--- src/logic/pmw_pkg.sv ---
/*
  constants, register map and state type of the power mode and wake controller.
  assumes a 200 MHz core clock and a 32-bit AHB-Lite register bus.
*/
`default_nettype none
package pmw_pkg;
  // ----------------------------------------
  // timing
  // ----------------------------------------
  localparam int unsigned CORE_CLK_MHZ  = 200;
  localparam int unsigned PWR_SETTLE_NS = 2000;
  localparam int unsigned CLK_SETTLE_NS = 500;
  localparam int unsigned CNT_W         = 10;
  localparam logic [CNT_W-1:0] PWR_SETTLE_CYC =
    CNT_W'((PWR_SETTLE_NS * CORE_CLK_MHZ + 999) / 1000);
  localparam logic [CNT_W-1:0] CLK_SETTLE_CYC =
    CNT_W'((CLK_SETTLE_NS * CORE_CLK_MHZ + 999) / 1000);

  // ----------------------------------------
  // bus and register map
  // ----------------------------------------
  localparam int unsigned ADDR_W      = 8;
  localparam int unsigned HTRANS_BUSY = 1;
  localparam logic [2:0]  SIZE_WORD   = 3'h2;
  localparam logic [ADDR_W-1:0] ADDR_CTRL    = 8'h00;
  localparam logic [ADDR_W-1:0] ADDR_STATUS  = 8'h04;
  localparam logic [ADDR_W-1:0] ADDR_WAKE_EN = 8'h08;
  localparam logic [ADDR_W-1:0] ADDR_SRAM    = 8'h0C;
  localparam logic [ADDR_W-1:0] ADDR_SW_RST  = 8'h10;
  localparam logic [ADDR_W-1:0] ADDR_GATE    = 8'h14;
  localparam logic [ADDR_W-1:0] ADDR_TMR_LO  = 8'h18;
  localparam logic [ADDR_W-1:0] ADDR_TMR_HI  = 8'h1C;
  localparam logic [ADDR_W-1:0] ADDR_TMR_CNT = 8'h20;
  localparam logic [ADDR_W-1:0] ADDR_CAUSE   = 8'h24;

  // ----------------------------------------
  // fields and reset values
  // ----------------------------------------
  localparam int unsigned CTRL_W        = 7;
  localparam int unsigned CTRL_GO       = 0;
  localparam int unsigned CTRL_MODE_LSB = 1;
  localparam int unsigned CTRL_RADIO_OFF = 3;
  localparam int unsigned CTRL_LP_RC    = 4;
  localparam int unsigned CTRL_MP_RC    = 5;
  localparam int unsigned CTRL_HP_EN    = 6;
  localparam logic [CTRL_W-1:0] CTRL_KEEP = 7'h78;
  localparam logic [CTRL_W-1:0] CTRL_RST  = 7'h40;
  localparam logic [1:0] MODE_NONE = 2'h0;
  localparam logic [1:0] MODE_RET  = 2'h1;
  localparam logic [1:0] MODE_HIB  = 2'h2;
  localparam logic [1:0] MODE_SOFF = 2'h3;

  localparam int unsigned N_WAKE   = 8;
  localparam int unsigned WK_TIMER = 0;
  localparam logic [N_WAKE-1:0] WK_RET_MASK  = 8'h3F;
  localparam logic [N_WAKE-1:0] WK_SOFF_MASK = 8'hC1;

  localparam int unsigned SRAM_MACROS = 8;
  localparam int unsigned SRAM_LV_BIT = 8;
  localparam logic [SRAM_MACROS:0] SRAM_RST = 9'h0FF;
  localparam int unsigned N_MOD_RST = 8;
  localparam int unsigned N_GATE    = 8;
  localparam int unsigned N_BO      = 3;
  localparam int unsigned TMR_W     = 40;

  typedef enum logic [2:0] {
    ST_PDOWN, ST_BOOT, ST_ACTIVE, ST_ENTER, ST_LOWPWR, ST_WAKE_PWR, ST_WAKE_CLK
  } pmw_state_e;
endpackage
`default_nettype wire

--- src/logic/pmw_power_ctrl.sv ---
/*
  power mode, reset and wake controller with an AHB-Lite register slave.
  assumes pins and pmu status are asynchronous; bus is on core_clk_i.
*/
//
// Contract
// - low, medium and high clocks, each enabled; low and medium source selectable
// - chip reset held until the pmu reports stable supplies
// - no reset pin; power-down pin acts as the external reset
// - software register write resets individual modules
// - five primary power states with secondary sub-states
// - active powers all; clock gating and wait-for-interrupt idle reduce power
// - active sub-state with only the radio powered down
// - retention keeps flops and chosen 16 kB steps of 128 kB sram
// - outputs latched as retention or hibernation entry begins, held throughout
// - retention wakes on timer, gpio, keyboard, mouse, sensor, debug connect
// - sram supply may be lowered during retention
// - hibernation powers down memory, keeps minimal flops and io state
// - soc off unpowers digital domains; leaving it is a cold boot
// - soc off wakes only on timer, wake pin or comparator
// - pmu raises distinct brownout interrupts to the processor
// - sensor hub threshold crossing wakes the chip
// - 40-bit wake timer on low power clock sets soc off duration
`timescale 1ns/10ps
`default_nettype none
module pmw_power_ctrl
  import pmw_pkg::*;
(
  input  wire logic                   core_clk_i,
  input  wire logic                   rst_i,
  input  wire logic                   hsel_i,
  input  wire logic [31:0]            haddr_i,
  input  wire logic [1:0]             htrans_i,
  input  wire logic                   hwrite_i,
  input  wire logic [2:0]             hsize_i,
  input  wire logic [31:0]            hwdata_i,
  input  wire logic                   hready_i,
  output logic                        hreadyout_o,
  output logic                        hresp_o,
  output logic      [31:0]            hrdata_o,
  input  wire logic                   lp_clk_i,
  input  wire logic                   power_down_pin_i,
  input  wire logic                   pmu_supply_ok_i,
  input  wire logic                   wait_for_interrupt_idle_i,
  input  wire logic [N_BO-1:0]        brownout_i,
  input  wire logic                   gpio_wake_i,
  input  wire logic                   kbd_wake_i,
  input  wire logic                   mouse_wake_i,
  input  wire logic                   sensor_wake_i,
  input  wire logic                   debug_conn_i,
  input  wire logic                   digital_wake_input_i,
  input  wire logic                   comparator_wake_input_i,
  output logic                        chip_rst_o,
  output logic                        core_rst_o,
  output logic      [N_MOD_RST-1:0]   mod_rst_o,
  output logic      [N_GATE-1:0]      clk_gate_o,
  output logic                        clk_lp_en_o,
  output logic                        clk_mp_en_o,
  output logic                        clk_hp_en_o,
  output logic                        lp_src_rc_o,
  output logic                        mp_src_rc_o,
  output logic                        cpu_idle_o,
  output logic                        radio_pwr_o,
  output logic                        digital_pwr_o,
  output logic                        pmu_on_o,
  output logic                        pmu_ulp_o,
  output logic      [SRAM_MACROS-1:0] sram_pwr_o,
  output logic                        sram_lv_o,
  output logic                        io_hold_o,
  output logic      [N_BO-1:0]        brownout_irq_o
);
  // ----------------------------------------
  // pin synchronisers
  // ----------------------------------------
  localparam int unsigned N_IN = 7 + N_BO + 4;
  logic [N_IN-1:0]   pin_s;
  logic              lp_s;
  logic              pwd_s;
  logic              sup_s;
  logic              wfi_s;
  logic [N_BO-1:0]   bo_s;
  logic [N_WAKE-2:0] ext_wk_s;
  logic              lp_prev_q;

  pmw_sync #(.W(N_IN)) u_sync (
    .clk_i (core_clk_i),
    .rst_i (rst_i),
    .d_i   ({lp_clk_i, power_down_pin_i, pmu_supply_ok_i,
             wait_for_interrupt_idle_i, brownout_i,
             comparator_wake_input_i, digital_wake_input_i, debug_conn_i,
             sensor_wake_i, mouse_wake_i, kbd_wake_i, gpio_wake_i}),
    .q_o   (pin_s)
  );
  assign {lp_s, pwd_s, sup_s, wfi_s, bo_s, ext_wk_s} = pin_s;

  // low power clock is sampled, not a second domain
  always_ff @(posedge core_clk_i) begin
    if (rst_i) begin
      lp_prev_q <= 1'b0;
    end else begin
      lp_prev_q <= lp_s;
    end
  end
  wire lp_tick = lp_s & ~lp_prev_q;

  // ----------------------------------------
  // ahb-lite slave
  // ----------------------------------------
  logic              wr_ph_q;
  logic              rd_ph_q;
  logic [ADDR_W-1:0] addr_q;
  logic [31:0]       rd_mux;

  // non-word transfers complete but do nothing
  wire ahb_take = hsel_i & hready_i & htrans_i[HTRANS_BUSY] & (hsize_i == SIZE_WORD);

  always_ff @(posedge core_clk_i) begin
    if (rst_i) begin
      wr_ph_q <= 1'b0;
      rd_ph_q <= 1'b0;
      addr_q  <= '0;
    end else begin
      wr_ph_q <= ahb_take & hwrite_i;
      rd_ph_q <= ahb_take & ~hwrite_i;
      if (ahb_take) begin
        addr_q <= haddr_i[ADDR_W-1:0];
      end
    end
  end

  // one wait state on reads so a write just before is seen
  assign hreadyout_o = ~rd_ph_q;
  assign hresp_o     = 1'b0;

  always_ff @(posedge core_clk_i) begin
    if (rst_i) begin
      hrdata_o <= '0;
    end else if (rd_ph_q) begin
      hrdata_o <= rd_mux;
    end
  end

  wire we_ctrl  = wr_ph_q & (addr_q == ADDR_CTRL);
  wire we_wake  = wr_ph_q & (addr_q == ADDR_WAKE_EN);
  wire we_sram  = wr_ph_q & (addr_q == ADDR_SRAM);
  wire we_rst   = wr_ph_q & (addr_q == ADDR_SW_RST);
  wire we_gate  = wr_ph_q & (addr_q == ADDR_GATE);
  wire we_tlo   = wr_ph_q & (addr_q == ADDR_TMR_LO);
  wire we_thi   = wr_ph_q & (addr_q == ADDR_TMR_HI);

  // ----------------------------------------
  // registers
  // ----------------------------------------
  pmw_state_e          state_q;
  pmw_state_e          state_d;
  logic [CTRL_W-1:0]   ctrl_q;
  logic [N_WAKE-1:0]   wake_en_q;
  logic [N_WAKE-1:0]   wk_snap_q;
  logic [N_WAKE-1:0]   cause_q;
  logic [SRAM_MACROS:0] sram_q;
  logic [N_GATE-1:0]   gate_q;
  logic [TMR_W-1:0]    tload_q;
  logic [TMR_W-1:0]    tcount;
  logic                tmr_exp;
  logic [1:0]          mode_q;
  logic [CNT_W-1:0]    cnt_q;

  wire go       = we_ctrl & hwdata_i[CTRL_GO];
  wire [1:0] req_mode = hwdata_i[CTRL_MODE_LSB +: 2];
  wire enter    = (state_q == ST_ACTIVE) & go & (req_mode != MODE_NONE);
  wire [1:0] mode_d = enter ? req_mode : mode_q;
  wire boot_entry = (state_d == ST_BOOT) & (state_q != ST_BOOT);

  // cold start returns configuration to defaults
  always_ff @(posedge core_clk_i) begin
    if (rst_i || boot_entry) begin
      ctrl_q    <= CTRL_RST;
      wake_en_q <= '0;
      sram_q    <= SRAM_RST;
      gate_q    <= '0;
      tload_q   <= '0;
    end else begin
      if (we_ctrl) ctrl_q <= hwdata_i[CTRL_W-1:0] & CTRL_KEEP;
      if (we_wake) wake_en_q <= hwdata_i[N_WAKE-1:0];
      if (we_sram) sram_q <= hwdata_i[SRAM_MACROS:0];
      if (we_gate) gate_q <= hwdata_i[N_GATE-1:0];
      if (we_tlo) tload_q[31:0] <= hwdata_i;
      if (we_thi) tload_q[TMR_W-1:32] <= hwdata_i[TMR_W-33:0];
    end
  end

  // per-module reset pulse, independent of chip reset
  always_ff @(posedge core_clk_i) begin
    if (rst_i) begin
      mod_rst_o <= '0;
    end else begin
      mod_rst_o <= we_rst ? hwdata_i[N_MOD_RST-1:0] : '0;
    end
  end

  assign rd_mux =
    (addr_q == ADDR_CTRL)    ? {25'h000_0000, ctrl_q} :
    (addr_q == ADDR_STATUS)  ? {24'h00_0000, bo_s, sup_s, wfi_s, state_q} :
    (addr_q == ADDR_WAKE_EN) ? {24'h00_0000, wake_en_q} :
    (addr_q == ADDR_SRAM)    ? {23'h00_0000, sram_q} :
    (addr_q == ADDR_GATE)    ? {24'h00_0000, gate_q} :
    (addr_q == ADDR_TMR_LO)  ? tload_q[31:0] :
    (addr_q == ADDR_TMR_HI)  ? {24'h00_0000, tload_q[TMR_W-1:32]} :
    (addr_q == ADDR_TMR_CNT) ? tcount[31:0] :
    (addr_q == ADDR_CAUSE)   ? {24'h00_0000, cause_q} :
    32'h0000_0000;

  // ----------------------------------------
  // wake sources
  // ----------------------------------------
  wire [N_WAKE-1:0] wk_src  = {ext_wk_s, tmr_exp};
  wire [N_WAKE-1:0] wk_mask = (mode_q == MODE_SOFF) ? WK_SOFF_MASK : WK_RET_MASK;
  wire [N_WAKE-1:0] wk_hits = wk_src & wk_snap_q & wk_mask;
  wire wake_hit = (state_q == ST_LOWPWR) & (|wk_hits);

  pmw_wake_timer u_timer (
    .clk_i      (core_clk_i),
    .rst_i      (rst_i),
    .tick_i     (lp_tick),
    .load_i     (state_q == ST_ENTER),
    .run_i      ((state_q == ST_LOWPWR) & wk_snap_q[WK_TIMER]),
    .load_val_i (tload_q),
    .count_o    (tcount),
    .expired_o  (tmr_exp)
  );

  // enables are frozen at entry; later writes wait for the next entry
  always_ff @(posedge core_clk_i) begin
    if (rst_i) begin
      wk_snap_q <= '0;
      cause_q   <= '0;
      mode_q    <= MODE_NONE;
    end else begin
      mode_q <= mode_d;
      if (state_q == ST_ENTER) begin
        wk_snap_q <= wake_en_q;
        cause_q   <= '0;
      end else if (wake_hit) begin
        cause_q <= wk_hits;
      end
    end
  end

  // ----------------------------------------
  // power state machine
  // ----------------------------------------
  wire [CNT_W-1:0] settle_cyc = (state_q == ST_WAKE_PWR) ? PWR_SETTLE_CYC : CLK_SETTLE_CYC;
  wire settled = (cnt_q == settle_cyc);

  always_comb begin
    state_d = state_q;
    unique case (state_q)
      ST_PDOWN: begin
        if (!pwd_s) state_d = ST_BOOT;
      end
      ST_BOOT: begin
        if (sup_s) state_d = ST_ACTIVE;
      end
      ST_ACTIVE: begin
        if (enter) state_d = ST_ENTER;
      end
      ST_ENTER: begin
        state_d = ST_LOWPWR;
      end
      ST_LOWPWR: begin
        if (wake_hit) begin
          state_d = (mode_q == MODE_SOFF) ? ST_BOOT : ST_WAKE_PWR;
        end
      end
      ST_WAKE_PWR: begin
        if (settled) state_d = ST_WAKE_CLK;
      end
      ST_WAKE_CLK: begin
        if (settled) state_d = ST_ACTIVE;
      end
      default: begin
        state_d = ST_BOOT;
      end
    endcase
    if (pwd_s) state_d = ST_PDOWN;
  end

  always_ff @(posedge core_clk_i) begin
    if (rst_i) begin
      state_q <= ST_BOOT;
      cnt_q   <= '0;
    end else begin
      state_q <= state_d;
      cnt_q   <= (state_d != state_q) ? '0 : cnt_q + CNT_W'(1);
    end
  end

  // ----------------------------------------
  // power, clock and reset outputs
  // ----------------------------------------
  wire pd_d   = (state_d == ST_PDOWN);
  wire boot_d = (state_d == ST_BOOT);
  wire act_d  = (state_d == ST_ACTIVE);
  wire low_d  = (state_d == ST_LOWPWR);
  wire held_d = (state_d == ST_ENTER) | low_d;
  wire wake_d = (state_d == ST_WAKE_PWR) | (state_d == ST_WAKE_CLK);
  wire ret_d  = (mode_d == MODE_RET);
  wire hib_d  = (mode_d == MODE_HIB);
  wire soff_d = (mode_d == MODE_SOFF);
  wire mp_d   = act_d | (state_d == ST_ENTER) | (state_d == ST_WAKE_CLK);

  always_ff @(posedge core_clk_i) begin
    if (rst_i) begin
      chip_rst_o     <= 1'b1;
      core_rst_o     <= 1'b1;
      digital_pwr_o  <= 1'b0;
      pmu_on_o       <= 1'b1;
      pmu_ulp_o      <= 1'b0;
      clk_lp_en_o    <= 1'b0;
      clk_mp_en_o    <= 1'b0;
      clk_hp_en_o    <= 1'b0;
      lp_src_rc_o    <= 1'b0;
      mp_src_rc_o    <= 1'b0;
      cpu_idle_o     <= 1'b0;
      radio_pwr_o    <= 1'b0;
      sram_pwr_o     <= '0;
      sram_lv_o      <= 1'b0;
      io_hold_o      <= 1'b0;
      clk_gate_o     <= '0;
      brownout_irq_o <= '0;
    end else begin
      chip_rst_o    <= pd_d | boot_d | (low_d & soff_d);
      core_rst_o    <= pd_d | boot_d | (low_d & (soff_d | hib_d))
                       | (wake_d & hib_d);
      digital_pwr_o <= ~pd_d & ~(low_d & (hib_d | soff_d));
      pmu_on_o      <= ~pd_d;
      pmu_ulp_o     <= low_d & soff_d;
      clk_lp_en_o   <= ~pd_d;
      clk_mp_en_o   <= mp_d;
      clk_hp_en_o   <= mp_d & ctrl_q[CTRL_HP_EN];
      lp_src_rc_o   <= ctrl_q[CTRL_LP_RC];
      mp_src_rc_o   <= ctrl_q[CTRL_MP_RC];
      cpu_idle_o    <= act_d & wfi_s;
      radio_pwr_o   <= act_d & ~ctrl_q[CTRL_RADIO_OFF];
      // only retention keeps a chosen subset of macros
      sram_pwr_o    <= pd_d ? '0 :
                       low_d ? (ret_d ? sram_q[SRAM_MACROS-1:0] : '0) : '1;
      sram_lv_o     <= low_d & ret_d & sram_q[SRAM_LV_BIT];
      io_hold_o     <= (held_d | wake_d) & (ret_d | hib_d);
      clk_gate_o    <= act_d ? gate_q : '1;
      brownout_irq_o <= bo_s;
    end
  end
endmodule
`default_nettype wire

--- src/logic/pmw_sync.sv ---
/*
  three-flop synchroniser; an output bit changes once flops two and three agree.
  assumes inputs asynchronous to core_clk_i.
*/
`timescale 1ns/10ps
`default_nettype none
module pmw_sync #(
  parameter int unsigned W = 1
) (
  input  wire logic         clk_i,
  input  wire logic         rst_i,
  input  wire logic [W-1:0] d_i,
  output logic      [W-1:0] q_o
);
  logic [W-1:0] s1_q;
  logic [W-1:0] s2_q;
  logic [W-1:0] s3_q;

  always_ff @(posedge clk_i) begin
    if (rst_i) begin
      s1_q <= '0;
      s2_q <= '0;
      s3_q <= '0;
    end else begin
      s1_q <= d_i;
      s2_q <= s1_q;
      s3_q <= s2_q;
    end
  end

  // ----------------------------------------
  // agreement filter, per bit
  // ----------------------------------------
  // one process owns q_o; per-bit processes would drive one vector twice
  wire [W-1:0] q_d;
  for (genvar i = 0; i < W; i++) begin : g_bit
    assign q_d[i] = (s2_q[i] == s3_q[i]) ? s3_q[i] : q_o[i];
  end

  always_ff @(posedge clk_i) begin
    if (rst_i) begin
      q_o <= '0;
    end else begin
      q_o <= q_d;
    end
  end
endmodule
`default_nettype wire

--- src/logic/pmw_wake_timer.sv ---
/*
  40-bit down counting wake timer advanced by low power clock ticks.
  assumes tick_i is a one-cycle pulse per rising low power clock edge.
*/
`timescale 1ns/10ps
`default_nettype none
module pmw_wake_timer
  import pmw_pkg::*;
(
  input  wire logic             clk_i,
  input  wire logic             rst_i,
  input  wire logic             tick_i,
  input  wire logic             load_i,
  input  wire logic             run_i,
  input  wire logic [TMR_W-1:0] load_val_i,
  output logic      [TMR_W-1:0] count_o,
  output logic                  expired_o
);
  wire cnt_zero = (count_o == '0);

  always_ff @(posedge clk_i) begin
    if (rst_i) begin
      count_o <= '0;
    end else if (load_i) begin
      count_o <= load_val_i;
    end else if (run_i && tick_i && !cnt_zero) begin
      count_o <= count_o - TMR_W'(1);
    end
  end

  // a zero load expires one cycle after the run starts, as expired_o is registered
  always_ff @(posedge clk_i) begin
    if (rst_i) begin
      expired_o <= 1'b0;
    end else begin
      expired_o <= run_i && !load_i && cnt_zero;
    end
  end
endmodule
`default_nettype wire

--- config.mk ---
export PLATFORM = sky130hd
export DESIGN_NAME = pmw_power_ctrl
export DESIGN_NICKNAME = d
export VERILOG_FILES = /design/src/logic/pmw_pkg.sv /design/src/logic/pmw_power_ctrl.sv /design/src/logic/pmw_sync.sv /design/src/logic/pmw_wake_timer.sv
export SDC_FILE = /design/constraint.sdc
export NUM_CORES = 1
export LEC_CHECK = 0
export ABC_CLOCK_PERIOD_IN_PS = 2300
export BUFFER_PORTS_ARGS = -buffer_cell sky130_fd_sc_hd__buf_2
export CAP_MARGIN = 20
export CORE_UTILIZATION = 34
export CTS_CLUSTER_DIAMETER = 60
export DETAILED_ROUTE_END_ITERATION = 16
export PLACE_DENSITY = 0.6
export SLEW_MARGIN = 40
export SYNTH_ARGS = -nofsm -noshare
export SYNTH_HDL_FRONTEND = slang
export SYNTH_SLANG_ARGS = --single-unit
--- constraint.sdc ---
create_clock -name core_clk_i -period 2.3 [get_ports core_clk_i]
set_input_delay 0.115 -clock core_clk_i [delete_from_list [all_inputs] [get_ports core_clk_i]]
set_output_delay 0.115 -clock core_clk_i [all_outputs]
set_load 0.02 [all_outputs]
Yosys cells after proc, flatten, opt, wreduce, memory -nomap -nowiden
Cells that the tools add are included.
{"block": "word_totals", "ff_bits": 281, "word_cells": 189, "input_bits": 88, "output_inout_bits": 75}
{"block": "classes", "muxes": 25, "eq_ne": 43, "n_reduce_logical": 17, "bitwise_logic": 49, "n_addsub": 2}
{"op": "two-way mux 32 bit", "count": 8}
{"op": "two-way mux 40 bit", "count": 2}
{"op": "logical NOT 40 bit", "count": 1}
{"op": "two-way mux 8 bit", "count": 5}
{"op": "subtractor 40 x 1 -> 40 bit, second input constant", "count": 1}
{"op": "equality test 8 x 5 -> 1 bit, second input constant", "count": 4}
{"op": "bitwise AND 1 bit", "count": 29}
{"op": "two-way mux 3 bit", "count": 7}
{"op": "equality test 3 bit, second input constant", "count": 6}
{"op": "case mux 3 bit (6 select lines)", "count": 1}
{"op": "bitwise AND 8 bit", "count": 2}
{"op": "equality test 8 x 4 -> 1 bit, second input constant", "count": 2}
{"op": "equality test 8 x 6 -> 1 bit, second input constant", "count": 2}
{"op": "equality test 3 x 2 -> 1 bit, second input constant", "count": 5}
{"op": "equality test 1 bit", "count": 14}
{"op": "bitwise OR 1 bit", "count": 11}
{"op": "adder 10 x 1 -> 10 bit, second input constant", "count": 1}
{"op": "equality test 10 x 9 -> 1 bit", "count": 1}
{"op": "two-way mux 9 bit", "count": 1}
{"op": "equality test 8 x 3 -> 1 bit, second input constant", "count": 1}
{"op": "logical NOT 8 bit", "count": 1}
{"op": "OR reduction 2 bit", "count": 4}
{"op": "OR reduction 8 bit", "count": 1}
{"op": "inverter 1 bit", "count": 7}
{"op": "11 further kinds", "count": 19}

Longest topological paths before layout
{"block": "depth", "ltp_word": 12, "depth_mapped": 10, "ltp_nobuf": 9}

Modules after synthesis
Synthesis repeated with hierarchy kept, for this count alone.
{"block": "hier_totals", "hier_cells": 1359, "area_unflattened_um2": 11634.9}
{"module": "pmw_power_ctrl", "seq_area_each_um2": 3683.5, "cells_each": 927, "instances": 1, "area_per_inst_um2": 7661.1}
{"module": "pmw_wake_timer", "seq_area_each_um2": 820.8, "cells_each": 286, "instances": 1, "area_per_inst_um2": 2339.7}
{"module": "pmw_sync", "seq_area_each_um2": 1121.1, "cells_each": 146, "instances": 1, "area_per_inst_um2": 1634.1}

Worst setup path before layout
OpenSTA, ideal clock, no wires.
{"block": "synth_timing", "kind": "reg2reg", "startpoint": "reg u_timer.count_o[10]", "endpoint": "reg u_timer.count_o[39]", "t_arrival_ns": 2.458, "setup_ns": 0.074, "path_stages_with_launch": 9, "path_buffers": 2, "synth_period_minus_slack_ns": 2.532, "required_time_ns": 2.226, "setup_slack_ns": -0.232, "cell_sequence": "dfxtp_1 -> or4_1 -> buf_2 -> or4_4 -> buf_6 -> nor3_4 -> nand2_2 -> or4_1 -> a31oi_1"}
{"block": "synth_between", "elab_chain_len": 4, "word_cells_on_any_way": 7, "cone_classes": "add/sub: 1; mux: 2; reduce/logical: 4"}
{"element": "from (decl)", "line_no": "pmw_wake_timer.sv:16", "rtl": "output logic [TMR_W-1:0] count_o,"}
{"element": "from (signal assigned)", "line_no": "pmw_wake_timer.sv:25", "rtl": "count_o <= load_val_i;"}
{"element": "from (signal assigned)", "line_no": "pmw_wake_timer.sv:27", "rtl": "count_o <= count_o - TMR_W'(1);"}
{"element": "branches (longest 4 deep; another with subtractor 40 x 1 -> 40 bit)"}
Several ways; the timed one is not identified. The select of a mux whose other input is x is not followed.
A chain may end at the register's enable or synchronous reset.

Worst setup path after layout
{"block": "layout_timing", "startpoint": "reg addr_q[1]", "endpoint": "reg core_rst_o"}
{"block": "layout_between", "word_cells_on_any_way": 23, "cone_classes": "eq/ne: 6; mux: 4; bitwise: 11; reduce/logical: 2"}
{"element": "from (decl)", "line_no": "pmw_power_ctrl.sv:111", "rtl": "logic [ADDR_W-1:0] addr_q;"}
{"element": "from (signal assigned)", "line_no": "pmw_power_ctrl.sv:126", "rtl": "addr_q <= haddr_i[ADDR_W-1:0];"}
{"element": "logical NOT 8 bit (*)", "line_no": "pmw_power_ctrl.sv:143", "rtl": "wire we_ctrl = wr_ph_q & (addr_q == ADDR_CTRL);"}
{"element": "bitwise AND 1 bit (*)", "line_no": "pmw_power_ctrl.sv:143"}
{"element": "bitwise AND 1 bit (*)", "line_no": "pmw_power_ctrl.sv:168", "rtl": "wire go = we_ctrl & hwdata_i[CTRL_GO];"}
{"element": "bitwise AND 1 bit (*) (2 in a row)", "line_no": "pmw_power_ctrl.sv:170", "rtl": "wire enter = (state_q == ST_ACTIVE) & go & (req_mode != MODE_NONE);"}
{"element": "two-way mux 2 bit (*)", "line_no": "pmw_power_ctrl.sv:171", "rtl": "wire [1:0] mode_d = enter ? req_mode : mode_q;"}
{"element": "via mode_d[0]", "line_no": "pmw_power_ctrl.sv:171"}
{"element": "equality test 2 bit, on equally long branches", "line_no": "pmw_power_ctrl.sv:308, pmw_power_ctrl.sv:309"}
{"element": "bitwise OR 1 bit", "line_no": "pmw_power_ctrl.sv:333", "rtl": "core_rst_o <= pd_d | boot_d | (low_d & (soff_d | hib_d))"}
{"element": "bitwise AND 1 bit", "line_no": "pmw_power_ctrl.sv:333"}
{"element": "bitwise OR 1 bit", "line_no": "pmw_power_ctrl.sv:333"}
{"element": "bitwise OR 1 bit (*)", "line_no": "pmw_power_ctrl.sv:334", "rtl": "| (wake_d & hib_d);"}
{"element": "to (signal assigned)", "line_no": "pmw_power_ctrl.sv:333"}
{"element": "to (decl)", "line_no": "pmw_power_ctrl.sv:54", "rtl": "output logic core_rst_o,"}
The timed path passes the listed nets; every way through them passes the cells marked *.

==> results.md <==
- Status: finished, violations left
- Failing checks: negative setup slack
- Crit start category: register
- Min cycle time layout: 2.47 ns
- Setup_tns: -11.60 ns
- Vias in the first global route: 11000
- Syn nets: 1469
- Post-synth EDFFs: 0
- IO buf count: 136
- DP HPWL: 25300 um
- Die area: 35000 um2
- RSZ-0062 raised after global routing: yes
- Routed vias: 11700
- Slowest-stage cell, CP: or4_4
- Root Driver: clkbuf_16
- Min Hold Slack: 0.0543 ns
- Worst-Margin Slew: 0.853 ns
- Cell variety after synth: 75
- Leakage dissipation: 6.55 nW
- Endpoints failing setup: 117
- Flops & latches, synth: 281
- Antenna cells: 0
- Hold Vio Cnt, Final: 0
- Setup crit end kind: register
- H-tree depth: 1
- Total Wirelength: 39800 um
- Worst slew margin: 0.431
- Worst skew pair latency: 0.59 ns
- Layout cells sized above 1: 0.333
- Power per cell area: 603 nW/um2
- CTS buffer count: 31
- DRC violations left: 0
- Starting density of the core: 0.346
- Final Power: 10.3 mW
- Peak Freq: 0.404 GHz
- Site Rows: 67
- Worst setup path category: reg2reg
- CTS sink count: 281
- Global-route wire length before repair: 60300 um
- Clock Skews: 0.0301 ns
- CTS tree: yes
- Largest net degree at the start of global routing: 79
- WP data required: 2.78 ns
- WP data arrival: 2.95 ns
- Max cap viols: 0
- Syn_area_per_cell: 8.46 um2
- Worst-path fanout max: 3
- GR Overflow Total: 0
- Gpl congestion: 0.882
- Height of the die: 187 um
- Crit path cell chain: nor4_4 -> nand2_1 -> or4_4 -> buf_6 -> mux2i_4 -> inv_2 -> ha_4 -> nand4_1 -> a31oi_2 -> a31o_2
- Number of I/O pins: 163
- Post-synth ARST share: 0
- Max clock buf depth: 3
- Final worst path period share: 1.08
- Netlist Area Pre-Place: 11600 um2
- Initial antenna violation count: 0
- Max Transition Viols Final: 0
- VDD IR max: 0.534 mV
- Area grow syn2layout: 47.0%
- Yosys synthesis warning count: 0
- CORE AREA: 33600 um2
- Dpl ws: -0.233 ns
- Dpl cell area: 13900 um2
- Final nets: 1812
- Gr usage total: 0.212
- Worst min path class: in2reg
- Primary FF master, synth: dfxtp_1
- Via density: 5.36
- 1st-pass router iterations: 6
- Sequential fraction of the synthesis area: 0.483
- Fin area: 17100 um2
- Die W: 187 um
- Gate Count Post-Synth: 1375
- Final setup margin: -0.173 ns
- Iter 0 DRT Violations: 1020
- ANT nets after route: 0
- WL per Instance: 18.2 um
- CP max stage delay: 0.56 ns
- Worst-path clk slew: 0.07 ns
## cells by family after synthesis
logic type / Yosys count / synth area share
AND/OR/NAND/NOR: 581 / 0.244
AO/OA/AOI/OAI: 337 / 0.184
flip-flops: 281 / 0.483
buffers and inverters: 120 / 0.0400
multiplexers: 40 / 0.0352
XOR/XNOR: 9 / 0.00677
adder cells (fa/ha/maj): 6 / 0.00645
other: 1 / 0.000322
## timing repair
action,4_1_cts,5_1_grt
buffers inserted,14,25
gates resized for setup,63,184
pin swaps,21,70
setup endpoints to repair,121,142
hold endpoints to repair,101,0
hold buffers,64,0
cloned,6,6
## cells in the mapped netlist (10+ instances only)
library cell	n	share of area
nand3_1	84	0.036
and3_1	25	0.013
buf_1	11	0.0035
nor3_1	18	0.0077
and2_1	12	0.0065
nor2_1	136	0.044
a31oi_1	24	0.013
or4_1	17	0.011
dfxtp_1	281	0.48
or3_1	16	0.0086
mux2i_1	33	0.028
a21oi_1	150	0.065
o211ai_1	11	0.0071
clkbuf_1	76	0.025
a221oi_1	10	0.0075
inv_1	26	0.0084
a22oi_1	29	0.019
o21ai_0	34	0.015
nand2_1	173	0.056
nor2b_1	51	0.027
## worst max-delay path: cells and delay by family (launching register included)
family                     cells  cell delay [ns]
AOI/OAI and AO/OA              2             0.36
and+or+nand+nor                4             1.09
muxes                          1             0.18
buffers and inverters          2             0.24
adders and majority gates      1             0.17
DFF                            1             0.34
## per-layer routing
layer,global-route usage,vias to the layer above,routed length [um]
met4,0.0640,0,1000
met3,0.0315,63,2790
met1,0.307,5640,18300
li1,-,5607,-
met2,0.324,417,17700
met5,0,-,0
## cell usage in the layout (no fill, tap or decap), types with 30 or more instances in the layout
cell	n
a21oi_1	86
a21oi_2	61
buf_2	135
buf_4	155
clkbuf_16	35
dfxtp_1	273
dlygate4sd3_1	64
mux2i_1	31
nand2_1	162
nand3_1	77
nor2_1	122
nor2b_1	51
o21ai_0	30
## power by group
part,switching [mW],internal (mW)
Combinational,0.285,0.254
Sequential,0.0215,4.92
Clock,2.07,2.76
## layout make-up
type / count / area [um2]
inverter: 28 / 105
timing repair buffer: 401 / 3250
fill: 3034 / 16500
sequential: 281 / 5640
clock inverter: 13 / 125
tap: 448 / 561
multi-input combinational: 975 / 6560
clock buffer: 41 / 863
## final timing paths
check | slack (ns) | to | depth (start not counted) | start
worst min register to register | 0.43 | u_sync.s2_q[8] | 1 | u_sync.s1_q[8]
worst max-delay path | -0.17 | core_rst_o | 10 | addr_q[1]
worst min-delay path | 0.05 | gate_q[1] | 4 | hwdata_i[1]
worst max register to register | -0.17 | core_rst_o | 10 | addr_q[1]
## through the flow
stage | utilization | cells
finish | 0.509 | 2187
global route | 0.509 | 2187
CTS | 0.477 | 2160
detailed placement | 0.413 | 2022
global placement | 0.413 | 2022
floorplan | - | 1375
## sequential cells by signal, indices dropped and copies added, names as in the netlist, 9 cells and up
name             flops
u_timer.count_o     40
u_sync.s3_q         14
sram_q               9
u_sync.s1_q         14
u_sync.s2_q         14
tload_q             40
cnt_q               10
u_sync.q_o          14
hrdata_o            32
Note: power is estimated with default switching activity, not from simulation.
